### src/inc/s2ar_pkg.sv
package s2ar_pkg;
    // register byte offsets
    localparam logic [11:0] OFF_MISC_B = 12'h528;
    localparam logic [11:0] OFF_M      = 12'h52c;
    localparam logic [11:0] OFF_TU     = 12'h530;
    localparam logic [11:0] OFF_N      = 12'h534;
    localparam logic [11:0] OFF_PIXW   = 12'h538;
    localparam logic [11:0] OFF_WPL    = 12'h53c;
    // field widths
    localparam int W_MISC = 8;
    localparam int W_CR   = 24;
    localparam int W_TU   = 7;
    localparam int W_PIXW = 3;
    localparam int W_WPL  = 32;
    // values after reset
    localparam logic [7:0]  RST_MISC = 8'h00;
    localparam logic [23:0] RST_CR   = 24'h000000;
    localparam logic [6:0]  RST_TU   = 7'h40;
    localparam logic [2:0]  RST_PIXW = 3'h4;
    localparam logic [31:0] RST_WPL  = 32'h00000000;
    // writable bits; reserved and fixed bits stay at reset value
    localparam logic [7:0]  MASK_MISC = 8'h87;
    localparam logic [23:0] MASK_CR   = 24'hffffff;
    localparam logic [6:0]  MASK_TU   = 7'h7e;
    localparam logic [2:0]  MASK_PIXW = 3'h7;
    localparam logic [31:0] MASK_WPL  = 32'hffffffff;
    // misc attribute field positions
    localparam int MISC_VT_EVEN  = 0;
    localparam int MISC_STEREO_L = 1;
    localparam int MISC_STEREO_H = 2;
    localparam int MISC_RSV_L    = 3;
    localparam int MISC_RSV_H    = 6;
    // pixel port width codes
    localparam logic [2:0] PIXW_ONE  = 3'h1;
    localparam logic [2:0] PIXW_TWO  = 3'h2;
    localparam logic [2:0] PIXW_FOUR = 3'h4;
    // clock and asynchronous ratio window (link ticks)
    localparam int CLK_PERIOD_NS = 50;
    localparam int N_ASYNC_DEF   = 32768;
    // bus slave states
    typedef enum logic [1:0] {
        S2AR_ST_IDLE  = 2'b01,
        S2AR_ST_WRITE = 2'b10
    } s2ar_bus_st_t;
endpackage

### src/inc/s2ar_calc_if.sv
`timescale 1ns/1ps
interface s2ar_calc_if;
    logic        pixel_tick;   // one pixel clock event
    logic        link_tick;    // one link symbol event
    logic [23:0] m_calc;       // measured numerator
    logic        m_valid;      // at least one window done
    modport calc
    (
        input  pixel_tick,
        input  link_tick,
        output m_calc,
        output m_valid
    );
    modport top
    (
        output pixel_tick,
        output link_tick,
        input  m_calc,
        input  m_valid
    );
endinterface

### src/hdl/s2ar_top.sv
`timescale 1ns/1ps
module s2ar_top
    import s2ar_pkg::*;
#(
    parameter int N_ASYNC = N_ASYNC_DEF   // link ticks per window
)
(
    input  logic        hclk,
    input  logic        hresetn,
    input  logic        hsel,
    input  logic [31:0] haddr,
    input  logic [1:0]  htrans,
    input  logic        hwrite,
    input  logic [2:0]  hsize,
    input  logic [31:0] hwdata,
    input  logic        hready,
    output logic        hreadyout,
    output logic        hresp,
    output logic [31:0] hrdata,
    input  logic        sync_clock_mode,
    input  logic        pixel_tick,
    input  logic        link_tick,
    output logic [7:0]  misc_attr_b,
    output logic [23:0] m_to_stream,
    output logic [23:0] n_to_stream,
    output logic [6:0]  transfer_unit_size,
    output logic        pixels_one,
    output logic        pixels_two,
    output logic        pixels_four,
    output logic [31:0] words_per_lane_count
);
    localparam logic [23:0] N_ASYNC_V = 24'(N_ASYNC);

    typedef struct packed
    {
        s2ar_bus_st_t bus;      // idle or write data phase
        logic [11:0]  waddr;    // address of pending write
        logic [31:0]  rdata;    // read data for data phase
        logic [7:0]   misc;     // copy out to framing
        logic [23:0]  m_out;    // numerator to stream
        logic [23:0]  n_out;    // denominator to stream
        logic [6:0]   tu;       // size to framing
        logic [2:0]   pixw;     // width one-hot
        logic [31:0]  wpl;      // word count to framing
    } s2ar_top_st_t;
    s2ar_top_st_t st_q;
    s2ar_top_st_t st_d;

    // field values held in the register instances
    logic [7:0]  misc_q;
    logic [23:0] m_q;
    logic [6:0]  tu_q;
    logic [23:0] n_q;
    logic [2:0]  pixw_q;
    logic [31:0] wpl_q;

    // write strobes, one per register
    logic        we_misc;
    logic        we_m;
    logic        we_tu;
    logic        we_n;
    logic        we_pixw;
    logic        we_wpl;
    logic        wr_act;    // write data phase in progress
    logic        rd_take;   // read address phase accepted
    logic        wr_take;   // write address phase accepted
    logic [31:0] rd_mux;    // value for the addressed register

    s2ar_calc_if cif ();

    // ticks go straight to the ratio counter
    assign cif.pixel_tick = pixel_tick;
    assign cif.link_tick  = link_tick;

    // address phase decode
    assign rd_take = hsel && hready && htrans[1] && !hwrite;
    assign wr_take = hsel && hready && htrans[1] && hwrite;
    assign wr_act  = (st_q.bus == S2AR_ST_WRITE);

    // strobes fire during the write data phase, hwdata is valid
    assign we_misc = wr_act && (st_q.waddr == OFF_MISC_B);
    assign we_m    = wr_act && (st_q.waddr == OFF_M);
    assign we_tu   = wr_act && (st_q.waddr == OFF_TU);
    assign we_n    = wr_act && (st_q.waddr == OFF_N);
    assign we_pixw = wr_act && (st_q.waddr == OFF_PIXW);
    assign we_wpl  = wr_act && (st_q.waddr == OFF_WPL);

    // reserved misc bits are masked off in the instance
    s2ar_field_reg #(.W(W_MISC), .RST(RST_MISC), .MASK(MASK_MISC))
        u_misc (.hclk(hclk), .hresetn(hresetn), .we(we_misc),
                .wdata(hwdata[7:0]), .q(misc_q));

    // numerator only ever holds what software wrote
    s2ar_field_reg #(.W(W_CR), .RST(RST_CR), .MASK(MASK_CR))
        u_m (.hclk(hclk), .hresetn(hresetn), .we(we_m),
             .wdata(hwdata[23:0]), .q(m_q));

    // bit zero is fixed so the size stays even
    s2ar_field_reg #(.W(W_TU), .RST(RST_TU), .MASK(MASK_TU))
        u_tu (.hclk(hclk), .hresetn(hresetn), .we(we_tu),
              .wdata(hwdata[6:0]), .q(tu_q));

    // denominator has no hardware write path at all
    s2ar_field_reg #(.W(W_CR), .RST(RST_CR), .MASK(MASK_CR))
        u_n (.hclk(hclk), .hresetn(hresetn), .we(we_n),
             .wdata(hwdata[23:0]), .q(n_q));

    // pixel port width code
    s2ar_field_reg #(.W(W_PIXW), .RST(RST_PIXW), .MASK(MASK_PIXW))
        u_pixw (.hclk(hclk), .hresetn(hresetn), .we(we_pixw),
                .wdata(hwdata[2:0]), .q(pixw_q));

    // per-lane word count, used as written
    s2ar_field_reg #(.W(W_WPL), .RST(RST_WPL), .MASK(MASK_WPL))
        u_wpl (.hclk(hclk), .hresetn(hresetn), .we(we_wpl),
               .wdata(hwdata), .q(wpl_q));

    // measured ratio for asynchronous clocking
    s2ar_mcalc #(.N_WIN(N_ASYNC))
        u_mcalc (.hclk(hclk), .hresetn(hresetn), .cif(cif));

    // read mux; unmapped addresses read zero
    always_comb
    begin
        rd_mux = 32'h00000000;
        case (haddr[11:0])
            OFF_MISC_B: rd_mux = {24'h000000, misc_q};
            OFF_M:      rd_mux = {8'h00, m_q};
            OFF_TU:     rd_mux = {25'h0, tu_q};
            OFF_N:      rd_mux = {8'h00, n_q};
            OFF_PIXW:   rd_mux = {29'h0, pixw_q};
            OFF_WPL:    rd_mux = wpl_q;
            default:    rd_mux = 32'h00000000;
        endcase
    end

    // next state of bus slave and framing outputs
    always_comb
    begin
        st_d = st_q;
        // bus: a write owns one wait cycle so reads see new data
        case (st_q.bus)
            S2AR_ST_IDLE:
            begin
                if (wr_take)
                begin
                    st_d.bus   = S2AR_ST_WRITE;
                    st_d.waddr = haddr[11:0];
                end
                if (rd_take)
                    st_d.rdata = rd_mux;
            end
            S2AR_ST_WRITE:
            begin
                // hready is low here, no new address phase
                st_d.bus = S2AR_ST_IDLE;
            end
            default:
            begin
                st_d.bus = S2AR_ST_IDLE;
            end
        endcase
        // framing copies, one cycle behind the registers
        st_d.misc = misc_q;
        st_d.tu   = tu_q;
        st_d.wpl  = wpl_q;
        // async mode inserts the measured value instead
        if (sync_clock_mode)
        begin
            st_d.m_out = m_q;
            st_d.n_out = n_q;
        end
        else
        begin
            st_d.m_out = cif.m_calc;
            st_d.n_out = N_ASYNC_V;
        end
        // undefined width codes select no pixel lane
        case (pixw_q)
            PIXW_ONE:  st_d.pixw = 3'b001;
            PIXW_TWO:  st_d.pixw = 3'b010;
            PIXW_FOUR: st_d.pixw = 3'b100;
            default:   st_d.pixw = 3'b000;
        endcase
    end

    // one state register for the bus slave and framing copies
    always_ff @(posedge hclk or negedge hresetn)
    begin
        if (!hresetn)
        begin
            st_q       <= '0;
            st_q.bus   <= S2AR_ST_IDLE;
            st_q.tu    <= RST_TU;
            st_q.misc  <= RST_MISC;
            st_q.m_out <= RST_CR;
            st_q.n_out <= RST_CR;
            st_q.pixw  <= 3'b100;
            st_q.wpl   <= RST_WPL;
        end
        else
            st_q <= st_d;
    end

    // outputs
    assign hreadyout            = !wr_act;
    assign hresp                = 1'b0;
    assign hrdata               = st_q.rdata;
    assign misc_attr_b          = st_q.misc;
    assign m_to_stream          = st_q.m_out;
    assign n_to_stream          = st_q.n_out;
    assign transfer_unit_size   = st_q.tu;
    assign pixels_one           = st_q.pixw[0];
    assign pixels_two           = st_q.pixw[1];
    assign pixels_four          = st_q.pixw[2];
    assign words_per_lane_count = st_q.wpl;

    // helper: size not yet written since reset
    logic tu_fresh_q;
    always_ff @(posedge hclk or negedge hresetn)
    begin
        if (!hresetn)
            tu_fresh_q <= 1'b1;
        else if (we_tu)
            tu_fresh_q <= 1'b0;
    end
endmodule

### src/hdl/s2ar_field_reg.sv
`timescale 1ns/1ps
module s2ar_field_reg
#(
    parameter int              W    = 8,
    parameter logic [W-1:0]    RST  = '0,
    parameter logic [W-1:0]    MASK = '1
)
(
    input  logic         hclk,
    input  logic         hresetn,
    input  logic         we,
    input  logic [W-1:0] wdata,
    output logic [W-1:0] q
);
    typedef struct packed
    {
        logic [W-1:0] val;   // stored field
    } s2ar_fr_st_t;
    s2ar_fr_st_t st_q;
    s2ar_fr_st_t st_d;

    // masked bits keep their reset value for good
    always_comb
    begin
        st_d = st_q;
        if (we)
        begin
            st_d.val = (wdata & MASK) | (RST & ~MASK);
        end
    end

    // state register
    always_ff @(posedge hclk or negedge hresetn)
    begin
        if (!hresetn)
            st_q <= '{val: RST};
        else
            st_q <= st_d;
    end

    assign q = st_q.val;
endmodule

### src/hdl/s2ar_mcalc.sv
`timescale 1ns/1ps
module s2ar_mcalc
#(
    parameter int N_WIN = 32768
)
(
    input  logic   hclk,
    input  logic   hresetn,
    s2ar_calc_if.calc cif
);
    localparam logic [23:0] WIN_LAST = 24'(N_WIN - 1);
    typedef struct packed
    {
        logic [23:0] pix_cnt;   // pixel events this window
        logic [23:0] win_cnt;   // link events this window
        logic [23:0] m;         // last finished measure
        logic        valid;     // a measure exists
    } s2ar_mc_st_t;
    s2ar_mc_st_t st_q;
    s2ar_mc_st_t st_d;

    // count pixel events across a window of link events
    always_comb
    begin
        st_d = st_q;
        if (cif.pixel_tick)
            st_d.pix_cnt = st_q.pix_cnt + 24'h000001;
        if (cif.link_tick)
        begin
            if (st_q.win_cnt == WIN_LAST)
            begin
                // this window's ratio becomes the numerator
                st_d.m = st_d.pix_cnt;
                st_d.valid = 1'b1;
                st_d.win_cnt = 24'h000000;
                st_d.pix_cnt = 24'h000000;
            end
            else
                st_d.win_cnt = st_q.win_cnt + 24'h000001;
        end
    end

    // state register
    always_ff @(posedge hclk or negedge hresetn)
    begin
        if (!hresetn)
            st_q <= '0;
        else
            st_q <= st_d;
    end

    assign cif.m_calc  = st_q.m;
    assign cif.m_valid = st_q.valid;
endmodule

### config.mk
export PLATFORM = sky130hd
export DESIGN_NAME = s2ar_top
export DESIGN_NICKNAME = d
export VERILOG_FILES = /design/src/inc/s2ar_pkg.sv /design/src/inc/s2ar_calc_if.sv /design/src/hdl/s2ar_top.sv /design/src/hdl/s2ar_field_reg.sv /design/src/hdl/s2ar_mcalc.sv
export SDC_FILE = /design/constraint.sdc
export NUM_CORES = 1
export LEC_CHECK = 0
export ABC_AREA = 1
export BUFFER_PORTS_ARGS = -buffer_cell sky130_fd_sc_hd__buf_4
export CAP_MARGIN = 20
export CORE_ASPECT_RATIO = 1.5
export CORE_MARGIN = 1.5
export CORE_UTILIZATION = 40
export CTS_CLUSTER_SIZE = 8
export DETAILED_ROUTE_END_ITERATION = 12
export SYNTH_ARGS = -nofsm -noshare
export SYNTH_HDL_FRONTEND = slang
export SYNTH_SLANG_ARGS = --single-unit
### constraint.sdc
create_clock -name hclk -period 1.9 [get_ports hclk]
set_clock_uncertainty 0.05 [all_clocks]
set_input_delay 0.38 -clock hclk [delete_from_list [all_inputs] [get_ports hclk]]
set_output_delay 0.38 -clock hclk [all_outputs]
set_load 0.005 [all_outputs]
## Yosys cells after proc, flatten, opt, wreduce, memory -nomap -nowiden

Index checks and enable logic that the tools add are counted.

| storage, ports and cells | value |
|---|---|
| word-level logic and storage cells | 65 |
| output and inout port bits | 132 |
| flip-flop bits (word level) | 305 |

| cells by class | value |
|---|---|
| multiplexer cells | 10 |
| equality and inequality tests | 19 |
| add/sub/neg operators | 2 |
| reduce and logical (&&, ||, !) cells | 15 |

Operators with widths:

| kind | count |
|---|---|
| $pmux 32 s6 | 1 |
| $eq 12x11->1 const B | 12 |
| $mux 73 | 1 |
| $mux 24 | 3 |
| $add 24x1->24 const B | 2 |
| $mux 48 | 1 |
| $mux 25 | 1 |
| $eq 24x15->1 const B | 1 |
| $mux 14 | 1 |
| $logic_and 1x1->1 | 10 |
| $pmux 3 s3 | 1 |
| $reduce_and 2->1 | 3 |
| $eq 3x1->1 const B | 1 |
| $eq 3x2->1 const B | 1 |
| $eq 3x3->1 const B | 1 |
| $eq 2x1->1 const B | 1 |
| $eq 2x2->1 const B | 1 |
| $logic_not 1->1 | 2 |
| $mux 2 | 1 |
| $ne 2x2->1 const B | 1 |

## Logic depth before layout (Yosys ltp)

| depth | value |
|---|---|
| depth in word-level cells | 5 |
| mapped depth | 10 |

## Cells and area by module

From an unflattened synthesis, not the netlist that was laid out.

| unflattened totals | value |
|---|---|
| cells, all modules | 1625 |
| area total of the unflattened synthesis | 14335.0 µm² |

By module, submodules not included:

| module | cells an instance | area an instance (µm²) | times used |
|---|---|---|---|
| s2ar_top | 716 | 6623.9 | 1 |
| s2ar_mcalc | 507 | 3938.8 | 1 |
| s2ar_field_reg at u_m ... | 102 | 974.7 | 2 |
| s2ar_field_reg at u_wpl | 136 | 1292.5 | 1 |
| s2ar_field_reg at u_tu | 27 | 234.0 | 1 |
| s2ar_field_reg at u_misc | 22 | 182.7 | 1 |
| s2ar_field_reg at u_pixw | 13 | 113.9 | 1 |

## Least setup slack after synthesis

No wires, ideal clock.

| path | value |
|---|---|
| kind | reg2reg |
| from | register st_q[142] (netlist name) |
| to | register st_q (netlist bit hrdata[0]) |
| path slack | 336 ps |
| data required time | 1729 ps |
| setup time | 121 ps |
| arrival time | 1393 ps |
| period minus slack after synthesis | 1564 ps |
| stages on the path, launching flop included | 8 |
| path through | dfstp_2 -> inv_1 -> or2_1 -> nor3_4 -> inv_2 -> clkbuf_1 -> nand2_1 -> nand2_1 |

| between the ends | value |
|---|---|
| word-level cells in the longest chain between the ends | 2 |

RTL lines:

| what | RTL line | RTL |
|---|---|---|
| start, declared | s2ar_top.sv:46 | `s2ar_top_st_t st_q;` |
| start signal, assigned | s2ar_top.sv:202 | `st_q <= st_d;` |
| $eq 2x1->1 | s2ar_top.sv:142 | `case (st_q.bus)` |
| $reduce_and 2->1 (no source line) | n/a |  |

No other way between the ends.
A chain may end at the register's enable or synchronous reset.

## Worst setup path after layout

| path | value |
|---|---|
| from | register st_q[142] (netlist name) |
| to | output hreadyout |

| between the ends | value |
|---|---|
| word-level cells in the longest chain between the ends | 2 |

RTL lines:

| what | RTL line | RTL |
|---|---|---|
| $eq 2x2->1 | s2ar_top.sv:78 | `assign wr_act = (st_q.bus == S2AR_ST_WRITE);` |
| $logic_not 1->1 | s2ar_top.sv:206 | `assign hreadyout = !wr_act;` |
| end, declared | s2ar_top.sv:17 | `output logic hreadyout,` |

No other way between the ends.

==> results.toml <==
[grt]
grt_max_degree = 65
gr-total-overflow = 0
grt_pass1_wl_um = 52230
grt_usage = 0.1902
grt_pass1_vias = 9888
antenna_found_initial = 0

[cts]
cts_buffer_depth = 3
cts_tree = "done"
clkLatencyLatePin_ps = 540
htree_levels = 2
clock-sinks = 304
cts_buffers = 43
clk_pin_slew_ps = 50
cts-root-buf = "clkbuf_16"
cts_setup_buffers = 0

[sta]
final_max_slew_viol_count = 0
whs_ps = 29.55
setup_tns_ps = 0
min_period_over_period = 0.9479
fmax_mhz = 555.3
min_period_ps = 1801
hold_violations = 0
worst_slew_pin_slew_ps = 492.4
grt_setup_unrepaired = "false"
setup_viol = 0
max-slew-margin-rel = 0.6692

[worst_hold_path]
min_path_type = "primary input to flip-flop"
holdCritStartpoint = "haddr[4]"
worstHoldPathCells = 3
hold_end = "st_q[134]$_DFFE_PN0P_"

[floorplanning]
top_level_ports = 209
row_count = 82
die_area_um2 = 35190
die_w_um = 153.7
fp.dieH_um = 229.0
core_area_um2 = 33450
start_util = 0.4072

[worst_setup_path]
path_class = "flip-flop to output port"
crit_path_end_kind = "output port"
path_delay_family = "flip-flops"
r2r_slack_ps = 150
startpoint = "st_q[142]$_DFFE_PN1P_"
reg2reg_depth = 7
worstPathMaxFanout = 4
required_ps = 1470
cp_cell_sequence = "inv_1 > nand2_1 > buf_4"
critPathLaunchType = "flip-flop"
r2r_start = "st_q[142]$_DFFE_PN1P_"
rr_endpoint = "hrdata[25]$_DFFE_PN0P_"
crit_path_top_delay_cell = "dfstp_2"
critPathArrivalTime_ps = 1370
path_depth = 3
slowest_delay_ps = 510
crit_buf_inv = 2

[logic_synthesis]
ys_seq_elements = 304
synth.distinct_cells = 40
ys.flop_type = "dfrtp_1"
synth_top_family_by_area = "simple AND/OR/NAND/NOR gates"
synthXorXnorAreaFrac = 0.01608
ys_warn_count = 0
seq_area_frac_synth = 0.5590
syn_inst = 1493
syn_area_per_cell_um2 = 9.122
synthSimpleGateAreaFrac = 0.2217
synthAdderAreaFrac = 0.001837
synthMuxAreaShare = 0.01810
ys_async_sr_fraction = 1.000
netlist_area_um2 = 13620
synth-compound-area-share = 0.05181
synth-edff-count = 0

[pwr]
total_power_mw = 14.99
p_per_area_nw_per_um2 = 936.2
ir_worst_vdd_uv = 467.4
power_leakage_nw = 8.202

[outcome]
status = "finished, final reports clean"

[drt]
drt_wl_total_um = 32900
ant_nets = 0
wl_per_cell_um = 16.22
first_iter_violations = 485
vias = 9720
viasPerCell = 4.793
drc = 0
first_pass_iters = 6

[layout]
drive_above_1_share = 0.2201
synthToLayoutAreaGrowth_pct = 17.58
fin_area_um2 = 16010
antenna_cells = 0
fin_nets = 1672

[placement]
portBuffers = 178
routabilityCongestion = 0.8463
dp_hpwl_um = 23250
placed_area_um2 = 14800

[job]
cap_viol_max_count = 0
-- metal layers --
metal,global-route usage,wire (um),vias up
met4,0.07312,1006,0
met2,0.3515,17440,214
met5,0,0,-
met1,0.2174,13050,4668
met3,0.03179,1405,66
li1,-,-,4772
-- power breakdown --
part	internal [mW]	switching (mW)	leakage, nW
logic	0.508	0.687	4.33
registers	6.76	0.223	3.30
clock network	4.16	2.65	0.570
total	11.4	3.56	8.20
-- synthesized netlist by cell type, drive strengths merged, types with 2 or more instances --
cell type,number,area [um^2]
a21oi,9,45.04
and2,2,12.51
and3,4,25.02
buf,157,1154
clkbuf,19,91.34
dfrtp,299,7482
dfstp,5,131.4
ha,2,25.02
inv,143,536.8
mux2,21,236.5
nand2,414,1602
nand3,101,565.6
nand4,25,156.4
nor2,103,426.7
nor3,26,205.2
o21ai,129,645.6
o21bai,2,15.01
or2,2,12.52
xnor2,8,70.07
xor2,17,148.9
-- cell type report --
type                    instances  area, um^2
clock buffers                  58        1154
clock inverters                 2       25.02
fillers                      3167       17430
inverters                     144       544.3
multi-input cells             874        4253
flip-flops and latches        304        7614
well taps                     420       525.5
repair buffers                226        1899
-- timing repair --
item	4_1_cts	5_1_grt
resized for setup	0	4
hold buffers	3	0
setup endpoints to repair	0	29
hold endpoints to repair	36	0
-- worst min-delay path: stages --
cell	delay, ps
buf_4	100
nand2_1	40
o21ai_0	60
-- metrics by stage --
step | cells | worst slack, ps | util
after floorplan | 1498 | 336.1 | -
after global placement | 1965 | 63.82 | 0.4424
after detailed placement | 1965 | 55.49 | 0.4424
after CTS | 2028 | 31.65 | 0.4786
after global routing | 2028 | 33.55 | 0.4788
final | 2028 | 99.02 | 0.4788
-- cells by family (layout without fill, tap and decap cells) --
kind of cell | count (synthesis) | after routing
XOR/XNOR | 25 | 25
AO/OA/AOI/OAI | 140 | 140
other | 1 | 6
multiplexers | 22 | 22
buffers and inverters | 320 | 430
flip-flops | 304 | 304
adder cells (fa/ha/maj) | 2 | 2
AND/OR/NAND/NOR | 679 | 679
-- placed cells by master, fill, tap and decap left out, types with 5 or more instances in the layout --
cell type / netlist / routed
o21ai_0: 69 / 69
clkbuf_16: 0 / 44
nand3_1: 89 / 87
dfstp_2: 5 / 5
conb_1: 1 / 6
o21ai_1: 60 / 60
xor2_1: 17 / 17
clkbuf_1: 17 / 14
nor2_2: 7 / 8
nand2_2: 16 / 17
buf_12: 0 / 15
dfrtp_1: 299 / 299
nor2_1: 93 / 92
inv_1: 139 / 139
nand2_1: 397 / 396
a21oi_1: 9 / 9
nor3_2: 6 / 6
nor3_1: 16 / 16
xnor2_1: 8 / 8
nand3_2: 12 / 14
mux2_2: 21 / 21
buf_4: 136 / 207
nand4_1: 25 / 25
-- worst max path at each step --
stage | endpoint
after CTS | u_mcalc.st_q[62]$_DFF_PN0_
after global routing | hreadyout
after floorplan | hrdata[0]$_DFFE_PN0P_
final | hreadyout
after global placement | u_mcalc.st_q[62]$_DFF_PN0_
after detailed placement | u_mcalc.st_q[62]$_DFF_PN0_
-- flip-flops by register name, indices dropped and copies added, names as in the netlist --
name                  flops
hrdata                   32
m_to_stream              24
misc_attr_b               4
n_to_stream              24
pixels_four               1
pixels_one                1
pixels_two                1
st_q                     14
transfer_unit_size        6
u_m.q                    24
u_mcalc.cif.m_calc       24
u_mcalc.st_q             48
u_misc.q                  4
u_n.q                    24
u_pixw.q                  3
u_tu.q                    6
u_wpl.q                  32
words_per_lane_count     32
(Power assumes the default switching activity.)
